$ cat config.mk
export PLATFORM = sky130hd
export DESIGN_NAME = acc_top
export DESIGN_NICKNAME = d
export VERILOG_FILES = /design/src/hdl/acc_pkg.sv /design/src/hdl/acc_clk_div.sv /design/src/hdl/acc_top.sv
export SDC_FILE = /design/constraint.sdc
export NUM_CORES = 1
export LEC_CHECK = 0
export BUFFER_PORTS_ARGS = -buffer_cell sky130_fd_sc_hd__buf_2
export CAP_MARGIN = 15
export CORE_ASPECT_RATIO = 1.4
export CORE_UTILIZATION = 30
export CTS_CLUSTER_SIZE = 14
export DETAILED_ROUTE_END_ITERATION = 8
export GPL_ROUTABILITY_DRIVEN = 0
export PLACE_DENSITY_LB_ADDON = 0.08
export SYNTH_ARGS = -nofsm -noshare
export SYNTH_HDL_FRONTEND = slang
export SYNTH_SLANG_ARGS = --single-unit
$ cat constraint.sdc
create_clock -name core_clk -period 5.6 [get_ports core_clk]
set_input_delay 0.28 -clock core_clk [delete_from_list [all_inputs] [get_ports core_clk]]
set_output_delay 0.28 -clock core_clk [all_outputs]
set_load 0.03 [all_outputs]
$ cat src/hdl/acc_pkg.sv
package acc_pkg;
   // Register byte offsets on the bus
   localparam logic [7:0] OFS_CTRL_ZERO = 8'h00;
   localparam logic [7:0] OFS_CTRL_ONE = 8'h04;
   localparam logic [7:0] OFS_RES_HIGH = 8'h08;
   localparam logic [7:0] OFS_RES_LOW = 8'h0C;
   localparam logic [7:0] OFS_STATUS = 8'h10;

   // Control register zero fields
   localparam int CZ_ENABLE_BIT = 0;
   localparam int CZ_GO_BIT = 1;
   localparam int CZ_CHAN_LSB = 2;
   localparam int CZ_CHAN_MSB = 6;
   localparam logic [7:0] CZ_RESET = 8'h00;

   // Control register one fields
   localparam int CO_POSREF_LSB = 0;
   localparam int CO_POSREF_MSB = 1;
   localparam int CO_NEGREF_BIT = 2;
   localparam int CO_CLKSEL_LSB = 4;
   localparam int CO_CLKSEL_MSB = 6;
   localparam int CO_JUSTIFY_BIT = 7;
   localparam logic [7:0] CO_RESET = 8'h00;
   localparam logic [7:0] CO_WRITE_MASK = 8'hF7;

   // Status register fields
   localparam int ST_DONE_BIT = 0;
   localparam int ST_IRQEN_BIT = 1;

   // Result register reset
   localparam logic [7:0] RES_RESET = 8'h00;

   // Channel codes
   localparam logic [4:0] CHAN_LAST_EXT = 5'h0D;
   localparam logic [4:0] CHAN_TEMP = 5'h1D;
   localparam logic [4:0] CHAN_DAC = 5'h1E;
   localparam logic [4:0] CHAN_FVR = 5'h1F;

   // Positive reference codes
   localparam logic [1:0] POSREF_RESERVED = 2'b01;

   // Conversion clock codes; the low two bits 11 mean the RC oscillator
   localparam logic [2:0] CS_DIV2 = 3'b000;
   localparam logic [2:0] CS_DIV8 = 3'b001;
   localparam logic [2:0] CS_DIV32 = 3'b010;
   localparam logic [2:0] CS_DIV4 = 3'b100;
   localparam logic [2:0] CS_DIV16 = 3'b101;
   localparam logic [2:0] CS_DIV64 = 3'b110;
   localparam logic [1:0] CS_RC_LOW = 2'b11;

   // Timing
   localparam int CLK_PERIOD_NS = 20;
   localparam int RC_TAD_NS = 1600;
   localparam int RC_HALF_CLKS = RC_TAD_NS / (2 * CLK_PERIOD_NS);
   localparam int INSTR_CYCLE_CLKS = 4;
   localparam int RESULT_BITS = 10;

   typedef enum logic [2:0] {
      ST_IDLE = 3'b000,
      ST_WAIT_INSTR = 3'b001,
      ST_SAMPLE = 3'b010,
      ST_CONVERT = 3'b011,
      ST_FINISH = 3'b100
   } acc_state_t;
endpackage

$ cat src/hdl/acc_clk_div.sv
`timescale 1ns/1ps
// Half-period enable generator for the conversion clock
module acc_clk_div #(
   parameter int CNT_W = 6
) (
   input wire logic core_clk,
   input wire logic rst,
   input wire logic restart,
   input wire logic [CNT_W-1:0] halfClks,
   output logic tick
);
   logic [CNT_W-1:0] cnt_q;

   // Restart realigns the phase so every conversion sees whole periods
   always_ff @(posedge core_clk or posedge rst) begin
      if (rst) begin
         cnt_q <= '0;
      end else if (restart || cnt_q == halfClks - CNT_W'(1)) begin
         cnt_q <= '0;
      end else begin
         cnt_q <= cnt_q + CNT_W'(1);
      end
   end

   assign tick = !restart && (cnt_q == halfClks - CNT_W'(1));
endmodule

$ cat src/hdl/acc_top.sv
`timescale 1ns/1ps
// Operation
// - Conversion continues through sleep only with the RC clock selected.
// - With RC clock, start waits one extra instruction cycle.
// - Sleep, interrupt enabled: completion raises the wake request.
// - Sleep, interrupt disabled: power down after completion, enable stays set.
// - Sleep with a divided clock aborts and powers down, enable stays set.
// - Special event trigger sets go flag and clears timer one; here go is set only while enable is set, timer one is cleared regardless.
// - Channel codes 0 to 13 route external inputs 0 to 13.
// - Codes 14-28 none, 29 temperature, 30 DAC, 31 fixed reference.
// - Go bit starts on write one, reads busy, clears at completion; here a start needs enable written one in the same write.
// - Enable bit powers the converter; clear means no operating current.
// - Justify one: right, high six zero; zero: left, low six zero.
// - Clock select picks Fosc divider or the RC oscillator for x11.
// - Negative reference is ground at zero, external pin at one.
// - Positive reference: supply, reserved, external pin, fixed reference.
// - Left justified, high byte holds the eight result MSBs.
// - Control zero bit 7 and control one bit 3 read zero.
// - Completion clears go, sets done flag, loads both result bytes.
// - Software abort stores partial result, unresolved bits copy last bit.
// - Full conversion takes eleven and a half conversion clock periods.
// - Done flag sets every conversion regardless of interrupt enable.
module acc_top
   import acc_pkg::*;
#(
   parameter int RC_HALF = acc_pkg::RC_HALF_CLKS
) (
   input wire logic core_clk,
   input wire logic rst,
   // AHB-Lite slave
   input wire logic hsel,
   input wire logic [31:0] haddr,
   input wire logic [1:0] htrans,
   input wire logic hwrite,
   input wire logic [2:0] hsize,
   input wire logic [31:0] hwdata,
   input wire logic hready,
   output logic hreadyout,
   output logic hresp,
   output logic [31:0] hrdata,
   // Processor and trigger side
   input wire logic sleepActive,
   input wire logic specialEventTrig,
   output logic timerOneClear,
   output logic wakeRequest,
   output logic convDonePulse,
   // Analog core side
   input wire logic cmpOut,
   output logic analogPowerOn,
   output logic sampleActive,
   output logic [9:0] trialCode,
   output logic [3:0] extChannel,
   output logic extChannelEn,
   output logic tempSel,
   output logic dacSel,
   output logic fvrSel,
   output logic negRefExt,
   output logic [1:0] posRefSel,
   output logic posRefValid
);
   import acc_pkg::*;

   logic [7:0] ctrlZero_q;
   logic [7:0] ctrlOne_q;
   logic [7:0] resHigh_q;
   logic [7:0] resLow_q;
   logic doneFlag_q;
   logic irqEn_q;
   logic powerDown_q;
   logic wake_q;
   logic donePulse_q;
   logic timerClr_q;
   logic [7:0] addr_q;
   logic wrPend_q;
   logic rdPend_q;
   acc_state_t state_q;
   logic [9:0] sar_q;
   logic [9:0] trial_q;
   logic [3:0] bitIdx_q;
   logic bitsDone_q;
   logic tadPhase_q;
   logic [2:0] instrCnt_q;
   logic divRestart;
   logic tick;
   logic [5:0] halfClks;
   logic rcSel;
   logic busy;
   logic enable;
   logic wrCtrlZero;
   logic swStart;
   logic swAbort;
   logic hwStart;
   logic startReq;
   logic finish;
   logic sleepAbort;
   logic [9:0] partial;
   logic [9:0] loadVal;
   logic loadRes;

   assign enable = ctrlZero_q[CZ_ENABLE_BIT];
   assign busy = (state_q != ST_IDLE);
   assign rcSel = (ctrlOne_q[CO_CLKSEL_LSB +: 2] == CS_RC_LOW);

   // Bus address phase capture; zero wait states, always OKAY
   always_ff @(posedge core_clk or posedge rst) begin
      if (rst) begin
         addr_q <= 8'h00;
         wrPend_q <= 1'b0;
         rdPend_q <= 1'b0;
      end else if (hready) begin
         addr_q <= haddr[7:0];
         wrPend_q <= hsel && htrans[1] && hwrite;
         rdPend_q <= hsel && htrans[1] && !hwrite;
      end
   end

   assign hreadyout = 1'b1;
   assign hresp = 1'b0;

   // Read mux in the data phase; unmapped addresses read zero
   always_comb begin
      hrdata = 32'h0000_0000;
      if (rdPend_q) begin
         case (addr_q)
            OFS_CTRL_ZERO: hrdata = {24'h00_0000, 1'b0, ctrlZero_q[6:2], busy, enable};
            OFS_CTRL_ONE: hrdata = {24'h00_0000, ctrlOne_q & CO_WRITE_MASK};
            OFS_RES_HIGH: hrdata = {24'h00_0000, resHigh_q};
            OFS_RES_LOW: hrdata = {24'h00_0000, resLow_q};
            OFS_STATUS: hrdata = {30'h0000_0000, irqEn_q, doneFlag_q};
            default: hrdata = 32'h0000_0000;
         endcase
      end
   end

   // Start and abort requests
   assign wrCtrlZero = wrPend_q && (addr_q == OFS_CTRL_ZERO);
   assign swStart = wrCtrlZero && hwdata[CZ_GO_BIT] && hwdata[CZ_ENABLE_BIT];
   assign swAbort = wrCtrlZero && !hwdata[CZ_GO_BIT] && busy;
   assign hwStart = specialEventTrig && enable;
   assign startReq = !busy && (swStart || hwStart) && !powerDown_q;
   // A divided clock cannot survive sleep, so the conversion is dropped
   assign sleepAbort = busy && sleepActive && !rcSel;
   assign finish = (state_q == ST_FINISH) && tick && tadPhase_q;

   // Control register zero; go is not stored, it is the busy state
   always_ff @(posedge core_clk or posedge rst) begin
      if (rst) begin
         ctrlZero_q <= CZ_RESET;
      end else if (wrCtrlZero) begin
         ctrlZero_q <= {1'b0, hwdata[6:2], 1'b0, hwdata[CZ_ENABLE_BIT]};
      end
   end

   // Control register one
   always_ff @(posedge core_clk or posedge rst) begin
      if (rst) begin
         ctrlOne_q <= CO_RESET;
      end else if (wrPend_q && addr_q == OFS_CTRL_ONE) begin
         ctrlOne_q <= hwdata[7:0] & CO_WRITE_MASK;
      end
   end

   // Done flag and interrupt enable; a completion beats a software clear
   always_ff @(posedge core_clk or posedge rst) begin
      if (rst) begin
         doneFlag_q <= 1'b0;
         irqEn_q <= 1'b0;
      end else begin
         if (loadRes && !swAbort) begin
            doneFlag_q <= 1'b1;
         end else if (wrPend_q && addr_q == OFS_STATUS) begin
            doneFlag_q <= hwdata[ST_DONE_BIT];
         end
         if (wrPend_q && addr_q == OFS_STATUS) begin
            irqEn_q <= hwdata[ST_IRQEN_BIT];
         end
      end
   end

   // Conversion clock select to half-period length
   always_comb begin
      case (ctrlOne_q[CO_CLKSEL_MSB:CO_CLKSEL_LSB])
         CS_DIV2: halfClks = 6'd1;
         CS_DIV4: halfClks = 6'd2;
         CS_DIV8: halfClks = 6'd4;
         CS_DIV16: halfClks = 6'd8;
         CS_DIV32: halfClks = 6'd16;
         CS_DIV64: halfClks = 6'd32;
         default: halfClks = 6'(RC_HALF);
      endcase
   end

   acc_clk_div #(
      .CNT_W(6)
   ) u_div (
      .core_clk(core_clk),
      .rst(rst),
      .restart(divRestart),
      .halfClks(halfClks),
      .tick(tick)
   );

   assign divRestart = (startReq && !rcSel)
      || (state_q == ST_WAIT_INSTR && instrCnt_q == 3'(INSTR_CYCLE_CLKS - 1));

   // Sequencer: half period of sampling, ten bit periods, one closing period
   always_ff @(posedge core_clk or posedge rst) begin
      if (rst) begin
         state_q <= ST_IDLE;
         instrCnt_q <= 3'd0;
         tadPhase_q <= 1'b0;
         bitIdx_q <= 4'd0;
      end else if (swAbort || sleepAbort) begin
         state_q <= ST_IDLE;
      end else begin
         case (state_q)
            ST_IDLE: begin
               if (startReq) begin
                  instrCnt_q <= 3'd0;
                  state_q <= rcSel ? ST_WAIT_INSTR : ST_SAMPLE;
               end
            end
            ST_WAIT_INSTR: begin
               instrCnt_q <= instrCnt_q + 3'd1;
               if (instrCnt_q == 3'(INSTR_CYCLE_CLKS - 1)) begin
                  state_q <= ST_SAMPLE;
               end
            end
            ST_SAMPLE: begin
               if (tick) begin
                  state_q <= ST_CONVERT;
                  bitIdx_q <= 4'(RESULT_BITS - 1);
                  tadPhase_q <= 1'b0;
               end
            end
            ST_CONVERT: begin
               if (tick) begin
                  tadPhase_q <= !tadPhase_q;
                  if (tadPhase_q) begin
                     if (bitIdx_q == 4'd0) begin
                        state_q <= ST_FINISH;
                     end else begin
                        bitIdx_q <= bitIdx_q - 4'd1;
                     end
                  end
               end
            end
            ST_FINISH: begin
               if (tick) begin
                  tadPhase_q <= !tadPhase_q;
                  if (tadPhase_q) begin
                     state_q <= ST_IDLE;
                  end
               end
            end
            default: state_q <= ST_IDLE;
         endcase
      end
   end

   // Successive approximation register and trial code
   always_ff @(posedge core_clk or posedge rst) begin
      if (rst) begin
         sar_q <= 10'h000;
         trial_q <= 10'h000;
         bitsDone_q <= 1'b0;
      end else if (state_q == ST_SAMPLE && tick) begin
         sar_q <= 10'h000;
         trial_q <= 10'h200;
         bitsDone_q <= 1'b0;
      end else if (state_q == ST_CONVERT && tick && tadPhase_q) begin
         sar_q[bitIdx_q] <= cmpOut;
         bitsDone_q <= 1'b1;
         trial_q[bitIdx_q] <= cmpOut;
         if (bitIdx_q != 4'd0) begin
            trial_q[bitIdx_q - 4'd1] <= 1'b1;
         end
      end
   end

   // Partial value: unresolved bits repeat the last resolved one
   always_comb begin
      partial = sar_q;
      for (int i = 0; i < RESULT_BITS; i++) begin
         if (state_q == ST_CONVERT && i <= int'(bitIdx_q)) begin
            partial[i] = bitsDone_q ? sar_q[bitIdx_q + 4'd1] : 1'b0;
         end
      end
   end

   assign loadRes = finish || (swAbort && (state_q == ST_CONVERT || state_q == ST_FINISH));
   assign loadVal = finish ? sar_q : partial;

   // Result bytes, formatted at load time
   always_ff @(posedge core_clk or posedge rst) begin
      if (rst) begin
         resHigh_q <= RES_RESET;
         resLow_q <= RES_RESET;
      end else if (loadRes) begin
         if (ctrlOne_q[CO_JUSTIFY_BIT]) begin
            resHigh_q <= {6'h00, loadVal[9:8]};
            resLow_q <= loadVal[7:0];
         end else begin
            resHigh_q <= loadVal[9:2];
            resLow_q <= {loadVal[1:0], 6'h00};
         end
      end else if (wrPend_q && addr_q == OFS_RES_HIGH) begin
         resHigh_q <= hwdata[7:0];
      end else if (wrPend_q && addr_q == OFS_RES_LOW) begin
         resLow_q <= hwdata[7:0];
      end
   end

   // Sleep power-down and wake; released when the processor wakes
   always_ff @(posedge core_clk or posedge rst) begin
      if (rst) begin
         powerDown_q <= 1'b0;
         wake_q <= 1'b0;
      end else begin
         wake_q <= finish && sleepActive && irqEn_q;
         if (!sleepActive) begin
            powerDown_q <= 1'b0;
         end else if (!rcSel) begin
            powerDown_q <= 1'b1;
         end else if (finish && !irqEn_q) begin
            powerDown_q <= 1'b1;
         end
      end
   end

   // Event pulses toward the system
   always_ff @(posedge core_clk or posedge rst) begin
      if (rst) begin
         donePulse_q <= 1'b0;
         timerClr_q <= 1'b0;
      end else begin
         donePulse_q <= finish;
         timerClr_q <= specialEventTrig;
      end
   end

   assign wakeRequest = wake_q;
   assign convDonePulse = donePulse_q;
   assign timerOneClear = timerClr_q;
   assign analogPowerOn = enable && !powerDown_q;
   assign sampleActive = (state_q == ST_SAMPLE) || (state_q == ST_WAIT_INSTR);
   assign trialCode = trial_q;

   // Channel routing decode
   assign extChannel = ctrlZero_q[5:2];
   assign extChannelEn = (ctrlZero_q[CZ_CHAN_MSB:CZ_CHAN_LSB] <= CHAN_LAST_EXT);
   assign tempSel = (ctrlZero_q[CZ_CHAN_MSB:CZ_CHAN_LSB] == CHAN_TEMP);
   assign dacSel = (ctrlZero_q[CZ_CHAN_MSB:CZ_CHAN_LSB] == CHAN_DAC);
   assign fvrSel = (ctrlZero_q[CZ_CHAN_MSB:CZ_CHAN_LSB] == CHAN_FVR);

   // Reference selection
   assign negRefExt = ctrlOne_q[CO_NEGREF_BIT];
   assign posRefSel = ctrlOne_q[CO_POSREF_MSB:CO_POSREF_LSB];
   assign posRefValid = (ctrlOne_q[CO_POSREF_MSB:CO_POSREF_LSB] != POSREF_RESERVED);
endmodule

==> Yosys cells after proc, flatten, opt, wreduce, memory -nomap -nowiden <==
Index checks and enable logic that the tools add are counted.
{ "word_totals": {"regBits": 83, "input_bits": 77, "out_inout_bits": 61, "elab_cells": 220} }
{ "classes": {"n_addsub": 5, "n_lt_le_gt_ge": 15, "eq_ne": 36, "n_mux": 64, "bitwise_logic": 2, "reduce_logical": 77} }
{ "op_table": {"columns": ["cell", "n"], "rows": [
  ["8-bit 2-to-1 mux", 8],
  ["10-bit 2-to-1 mux", 6],
  ["1-bit logical AND", 42],
  ["8-bit one-hot mux with 5 select lines", 1],
  ["6-bit one-hot mux with 6 select lines", 1],
  ["3-bit 2-to-1 mux", 10],
  ["3-bit inequality test, second input constant", 8],
  ["1-bit 2-to-1 mux", 23],
  ["10-bit bitwise mux", 2],
  ["8-bit by 4-bit == test with 1-bit output, second input constant", 2],
  ["3-bit by 4-bit less-or-equal comparator with 1-bit output, first input constant", 4],
  ["4-bit 2-to-1 mux", 4],
  ["5-bit == test, second input constant", 3],
  ["4-bit by 5-bit less-than comparator with 1-bit output, second input constant", 3],
  ["3-bit one-hot mux with 5 select lines", 1],
  ["2-bit nonzero test", 7],
  ["3-bit by 2-bit == test with 1-bit output, second input constant", 4],
  ["3-bit == test, second input constant", 4],
  ["2-bit inequality test, second input constant", 6],
  ["10-bit OR", 1],
  ["1-bit logical NOT", 9],
  ["1-bit demux with 4-bit select", 2],
  ["8-bit by 3-bit == test with 1-bit output, second input constant", 1],
  ["8-bit by 5-bit == test with 1-bit output, second input constant", 1],
  ["other kinds (34)", 46]
]} }

==> Depth between registers and ports, before layout <==
Gate-level depths: netlist of the first run.
{ "logic_depth": {"word_depth": 17, "ltp_mapped": 12, "depth_no_buf": 11} }

==> Hierarchy <==
From an unflattened synthesis of the first run, not the netlist that was laid out.
{ "hier_totals": {"hier_cells": 566, "area_unflattened_um2": 5336.4} }
{ "by_module_without_submodules": {"columns": ["mod", "n_inst", "cells_each", "area_each_um2", "seq_area_each_um2"], "rows": [
  ["acc_top", 1, 520, 4882.2, 1926.8],
  ["acc_clk_div", 1, 46, 454.2, 150.1]
]} }

==> Least setup slack after synthesis of the first run <==
Ideal clock, no wire load.
{ "synth_path": {"kind": "register -> register", "start": "register ctrlOne_q[4]", "end": "register sar_q[7]", "setup_time_ps": 125, "t_arrival_ps": 2648, "t_required_ps": 5475, "path_slack_ps": 2828, "stages_incl_launch_ff": 12, "path_buffers": 2, "period_less_slack_ps": 2772, "cell_sequence": "dfrtp_1 > buf_2 > or3_1 > ha_1 > xor2_1 > a32oi_1 > a221oi_1 > o21a_1 > and2_1 > buf_2 > nand3_1 > mux2_2"} }
{ "synth_between": {"elab_chain_len": 9, "word_cells_on_any_way": 20, "classes_between": "add/sub (1); eq/ne (7); mux (2); reduce/logical (10)"} }
{ "synth_rtl": {"columns": ["item", "line_no", "rtl"], "rows": [
  ["start, declared", "acc_top.sv:64", "logic [7:0] ctrlOne_q;"],
  ["start signal, assigned", "acc_top.sv:159", "ctrlOne_q <= hwdata[7:0] & CO_WRITE_MASK;"],
  ["parallel branches: the longest is 5 deep, another holds 6-bit by 1-bit subtractor with 6-bit output", null, null],
  ["1-bit logical AND *", "acc_clk_div.sv:25", "assign tick = !restart && (cnt_q == halfClks - CNT_W'(1));"],
  ["1-bit logical AND (2 in series)", "acc_top.sv:271", "end else if (state_q == ST_CONVERT && tick && tadPhase_q) begin"],
  ["2-bit nonzero test (no line)", null, null],
  ["end signal, assigned by index", "acc_top.sv:272", "sar_q[bitIdx_q] <= cmpOut;"],
  ["end, declared", "acc_top.sv:77", "logic [9:0] sar_q;"]
]} }
Mark *: on every way between the ends.
A chain may end at the register's enable or synchronous reset.

==> Worst setup path in the final report of the first run <==
{ "layout_path": {"start": "register ctrlOne_q[4]", "end": "register sar_q[1]"} }
The elaborated chain is that of the path after synthesis.

==> impl_metrics.tcl, run 1 <==
set metrics [dict create \
    synthCells 589 \
    slew_violations 0 \
    period_minus_slack_ns 3.61 \
    fin_total_pwr_w 0.00232 \
    status "finished, final reports clean" \
    critPathCaptureType "register" \
    reg2reg_to "sar_q[1]" \
    setup_viol 0 \
    cts_setup_buffers 0 \
    wl_microns 15100 \
    hold_ws_ns 0.0628 \
    synthXorXnorAreaFrac 0.0161 \
    die_h_microns 161 \
    numClockSinks 83 \
    final.setup.tns_ns 0 \
    r2r_start "ctrlOne_q[4]" \
    portBuffers 59 \
    p_sw_frac 0.380 \
    clk_path_buf_depth 2 \
    n_antenna_cell 0 \
    dr_total_vias 4394 \
    synth_area_sq_um 5430 \
    ctsRootBufferMaster "clkbuf_16" \
    required_ns 5.83 \
    synth-edff-count 0 \
    grt-ovfl-total 0 \
    synth_ff_type "dfrtp_1" \
    worst_pin_slew_ns 1.03 \
    routedWlPerCell_microns 17.6 \
    yosys-top-cells-count "dfrtp_1, nand2_1, nor2_1" \
    internal-power_w 0.00144 \
    design_area_sq_um 6070 \
    drv_cap 0 \
    ys_seq_area_frac 0.382 \
    criticalPathCategory "reg2reg" \
    syn_area_per_cell_sq_um 9.22 \
    p_comb_frac 0.337 \
    cts_tree "built" \
    core_sq_um 17500 \
    syn_to_final_growth_pct 11.7 \
    fin_nets 707 \
    synthSimpleGateAreaFrac 0.188 \
    p_leak_nw 2.74 \
    synth_top_cell_by_area "dfrtp_1" \
    antenna_found_initial 0 \
    synth_top_family_by_area "simple AND/OR/NAND/NOR gates" \
    critPathCapture "sar_q[1]" \
    path_clk_slew_ns 0.07 \
    startpoint "ctrlOne_q[4]" \
    grt_use_total 0.170 \
    placement.cell_area_sq_um 5720 \
    synth.area.mux_share 0.144 \
    vias_per_cell 5.11 \
    io-pin-count 138 \
    synth-compound-area-share 0.155 \
    cts_hold_buf 1 \
    grt_pass1_wl_microns 24100 \
    ff2ff_path_depth 9 \
    fillCellCount 1878 \
    synth.distinct_cells 66 \
    cts_resized 0 \
    hold_viol 0 \
    postRouteAntennaNets 0 \
    arrival_ns 3.84 \
    dp_hpwl_microns 11000 \
    peakVddDrop_uv 189 \
    post-route-period-util 0.645 \
    grt_max_degree 66 \
    relSlewSlack 0.310 \
    clock-skew-final_ns 0.00812 \
    synthAdderAreaFrac 0.0253 \
    synth_top_cell_area_share 0.382 \
    async_reset_ff_frac 1.00 \
    drive_above_1_share 0.210 \
    ff2ff_setup_slack_ns 1.99 \
    crit_fanout 20 \
    die_area_sq_um 18700 \
    dr.pass1.iters 5 \
    sequentialPowerShare 0.377 \
    max_freq_mhz 277 \
    h-tree-depth 3 \
    floorplan.initialDensity 0.310 \
    yosys_warnings 0 \
    fp.dieW_microns 116 \
    hold_class "in2reg" \
    start_kind "register" \
    clk_latency_ns 0.35 \
    cts_buffers 9 \
    remaining_drc_errors 0 \
    power_density_nw_per_um2 383 \
    grt_pass1_vias 4365 \
    synth_most_common_cell "dfrtp_1" \
    rsz0062_at_grt "no" \
    rows 57 \
    drtIter0Drc 275 \
    synth-seq-cells 83 \
    synth.area.top_cells "dfrtp_1, mux2_2, mux2i_1" \
    p_switching_w 0.000883 \
    p_clk_frac 0.286 \
]
-- state kept, by name, summed over array words and instances (netlist names), 3 cells and up --
register,count
bitIdx_q,4
resHigh_q,8
resLow_q,8
u_div.cnt_q,6
ctrlOne_q,7
sar_q,10
trialCode,10
instrCnt_q,3
addr_q,8
state_q,3
ctrlZero_q,6
-- power groups by stage --
stage          Clock (W)  Combinational (W)  Sequential [W]
2_1_floorplan          0           0.000593        0.000885
3_3_place_gp           0           0.000779        0.000882
3_5_place_dp           0           0.000785        0.000886
4_1_cts         0.000685           0.000791        0.000875
5_1_grt         0.000707           0.000868        0.000900
6_report        0.000665           0.000783        0.000875
-- final cells by class --
cell class	instances	area [sq um]	share of cell area
clock inverter	5	85.1	0.0140
multi-input combinational	444	2970	0.489
timing repair buffer	62	328	0.0540
clock buffer	11	243	0.0400
sequential	83	2080	0.342
inverter	19	72.6	0.0120
tap	236	295	0.0486
-- cells by family (layout without fill, tap and decap cells) --
group | Yosys count | in the layout
simple gates | 200 | 200
mux | 71 | 71
compound gates | 126 | 126
buf+inv | 86 | 97
other cells | 2 | 26
flops | 83 | 83
xor+xnor | 10 | 10
fa+ha+maj | 11 | 11
-- cell usage in the layout, fill, tap and decap left out, types with 26 or more instances in the layout --
cell / instances
nand2_1: 54
mux2i_1: 30
conb_1: 26
a21oi_1: 28
o21ai_0: 32
mux2_2: 39
nor2_1: 45
dfrtp_1: 83
buf_2: 59
-- layer usage --
metal,global-route usage,wire length [microns],up-vias
met2,0.305,7820,99
met3,0.0274,476,17
met4,0.0513,233,0
li1,-,-,2122
met5,0,0,-
met1,0.205,6600,2156
-- through the flow --
stage / utilization / instances / setup slack [ns]
global route: 0.346 / 860 / 1.76
floorplan: - / 613 / 2.83
finish: 0.346 / 860 / 1.99
CTS: 0.345 / 859 / 1.86
detailed placement: 0.326 / 842 / 1.88
global placement: 0.326 / 842 / 1.94
-- how the worst min path moves through the flow --
stage	from	cells after the start	end	slack, ns
3_3_place_gp	rst	2	timerOneClear	0.26
5_1_grt	specialEventTrig	1	timerOneClear	0.05
3_5_place_dp	rst	2	timerOneClear	0.28
4_1_cts	specialEventTrig	1	timerOneClear	0.05
6_report	specialEventTrig	1	timerOneClear	0.06
2_1_floorplan	specialEventTrig	0	timerOneClear	0.31
-- critical path, cell delays in order (launching register included) --
cell	delay, ns
dfrtp_1	0.50
or3_1	0.44
ha_1	0.27
xnor2_1	0.26
mux2i_1	0.11
a21oi_1	0.52
and3_1	0.25
and2_1	0.60
nand3_1	0.19
mux2_2	0.32
(Power assumes the default switching activity.)
==> run 2: changes to the inputs <==
==> constraint.sdc (replaced) <==
create_clock -name core_clk -period 3.6 [get_ports core_clk]
set_input_delay 0.18 -clock core_clk [delete_from_list [all_inputs] [get_ports core_clk]]
set_output_delay 0.18 -clock core_clk [all_outputs]
set_load 0.03 [all_outputs]
==> run 2 against run 1 <==
  * The flow now finishes with violations (hold timing)
  * Final cell count grew 1.3%
  * Critical endpoint is now hrdata[0]
  * Largest cell class unchanged
  * Worst setup slack lost 1.6 ns
  * Non-clock buffer count grew 11
  * First-iteration DRC count grew 0.73%
  * Die area is the same
  * Power grew 57%
==> impl_metrics.tcl, run 2 (same netlist as run 1, synthesis figures left out) <==
set metrics [dict create \
    drive_above_1_share 0.224 \
    path_buf_inv 1 \
    period_minus_slack_ns 3.16 \
    dr_total_vias 4501 \
    final.setup.tns_ns 0 \
    n_antenna_cell 0 \
    antenna_found_initial 0 \
    grt_pass1_wl_microns 24800 \
    clock-skew-final_ns 0.00939 \
    hold_viol 36 \
    path_delay_family "simple AND/OR/NAND/NOR gates" \
    clk_path_buf_depth 2 \
    p_switching_w 0.00139 \
    ff2ff_setup_slack_ns 0.48 \
    grt_use_total 0.175 \
    dr_wl_met3_microns 561 \
    fp.dieW_microns 116 \
    setup_viol 0 \
    dr.pass1.iters 6 \
    startpoint "addr_q[4]" \
    final_common_cell "dfrtp_1" \
    routedWlPerCell_microns 17.6 \
    clk_latency_ns 0.35 \
    met2_length_microns 7960 \
    dp_hpwl_microns 11300 \
    routed.top_layer "met4" \
    p_leak_nw 2.80 \
    r2r_start "ctrlOne_q[4]" \
    floorplan.initialDensity 0.310 \
    met1_length_microns 6470 \
    fin_nets 718 \
    slew_violations 0 \
    io-pin-count 138 \
    h-tree-depth 3 \
    core_sq_um 17500 \
    worst_pin_slew_ns 0.871 \
    start_kind "register" \
    sequentialPowerShare 0.371 \
    place_inst 854 \
    numClockSinks 83 \
    postRouteAntennaNets 0 \
    violations "hold timing" \
    grt_max_degree 46 \
    required_ns 3.42 \
    cts_resized 0 \
    wl_microns 15300 \
    drtIter0Drc 277 \
    p_comb_frac 0.346 \
    critPathCapture "hrdata[0]" \
    post-route-period-util 0.878 \
    die_h_microns 161 \
    grt-ovfl-total 0 \
    remaining_drc_errors 0 \
    peakVddDrop_uv 355 \
    critPathSlowestCell "or4_4" \
    p_sw_frac 0.381 \
    drv_cap 0 \
    cts_setup_buffers 0 \
    ctsRootBufferMaster "clkbuf_16" \
    syn_to_final_growth_pct 13.1 \
    max_freq_mhz 316 \
    ff2ff_path_depth 9 \
    crit_chain "or4_4 -> nor3_2 -> nand2_1 -> nor2_1 -> a222oi_1 -> nor2_1 -> buf_2" \
    cp_slowest_stage_delay_ns 0.63 \
    rows 57 \
    reg2reg_to "sar_q[0]" \
    final_cells 871 \
    p_clk_frac 0.283 \
    criticalPathCategory "reg2out" \
    critPathCaptureType "primary output" \
    power_density_nw_per_um2 593 \
    vias_per_cell 5.17 \
    crit_fanout 8 \
    portBuffers 59 \
    rsz0062_at_grt "no" \
    hold_ws_ns -0.0272 \
    hold_class "in2async" \
    final_cell_mix "dfrtp_1, buf_2, nand2_1" \
    cp.depth 7 \
    status "complete, but fails checks" \
    path_clk_slew_ns 0.06 \
    cts_tree "built" \
    relSlewSlack 0.419 \
    die_area_sq_um 18700 \
    internal-power_w 0.00226 \
    arrival_ns 2.98 \
    cts_buffers 9 \
    cp_common_cell "nor2_1" \
    grt_pass1_vias 4444 \
]
[run 2: changes by cell type in the layout (fill, tap and decap cells not counted)]
cell	delta
clkinvlp_4	-1
clkinv_4	+2
buf_8	-1
inv_6	-1
buf_4	+12
[run 2: repair_timing]
action	4_1_cts	5_1_grt
hold buffers	1	0
endpoints found under the hold margin	1	0
setup endpoints to repair	0	0
[run 2: worst min path at each step]
stage	start	endpoint	slack [ns]	cells past startpoint
6_report	rst	addr_q[5]	-0.03	2
5_1_grt	rst	addr_q[5]	0.05	2
4_1_cts	rst	addr_q[5]	0.002	2
3_5_place_dp	specialEventTrig	timerOneClear	0.31	1
3_3_place_gp	specialEventTrig	timerOneClear	0.31	1
2_1_floorplan	specialEventTrig	timerOneClear	0.21	0
[run 2: power groups by stage]
| stage | combinational [W] | sequential (W) | clock (W) |
|---|---|---|---|
| 6_report | 0.00126 | 0.00135 | 0.00103 |
| 5_1_grt | 0.00140 | 0.00139 | 0.00110 |
| 4_1_cts | 0.00127 | 0.00135 | 0.00107 |
| 3_5_place_dp | 0.00126 | 0.00137 | 0 |
| 3_3_place_gp | 0.00125 | 0.00136 | 0 |
| 2_1_floorplan | 0.000923 | 0.00138 | 0 |
[run 2: through the flow]
stage | area (sq um) | worst slack [ns] | utilization | total power, W | hold WS, ns
2_1_floorplan | 5520 | 0.828 | - | 0.00230 | 0.211
3_3_place_gp | 5810 | 0.482 | 0.331 | 0.00261 | 0.310
3_5_place_dp | 5810 | 0.480 | 0.331 | 0.00263 | 0.311
4_1_cts | 6150 | 0.441 | 0.350 | 0.00369 | 0.00155
5_1_grt | 6150 | 0.287 | 0.350 | 0.00388 | 0.0464
6_report | 6150 | 0.440 | 0.350 | 0.00364 | -0.0272
[run 2: final cells by class]
cell class,count,area (sq um)
timing repair buffer,73,403
sequential,83,2080
tap,236,295
fill,1838,11400
clock buffer,11,243
multi-input combinational,444,2970
clock inverter,5,86.3
inverter,19,72.6
[run 2: metal layers]
layer  global-route usage  up-vias
met1                0.213     2209
met4               0.0746        0
met3               0.0214       18
met5                    0        -
met2                0.307      131
li1                     -     2143
[run 2: worst reg2reg max path: stages (launching register included)]
cell and delay, ns:
dfrtp_1 0.51, or3_1 0.45, ha_1 0.25, xor2_1 0.16, a32oi_1 0.11, a221oi_1 0.35
o21a_1 0.34, nand2_1 0.31, nor2_1 0.19, mux2_2 0.34
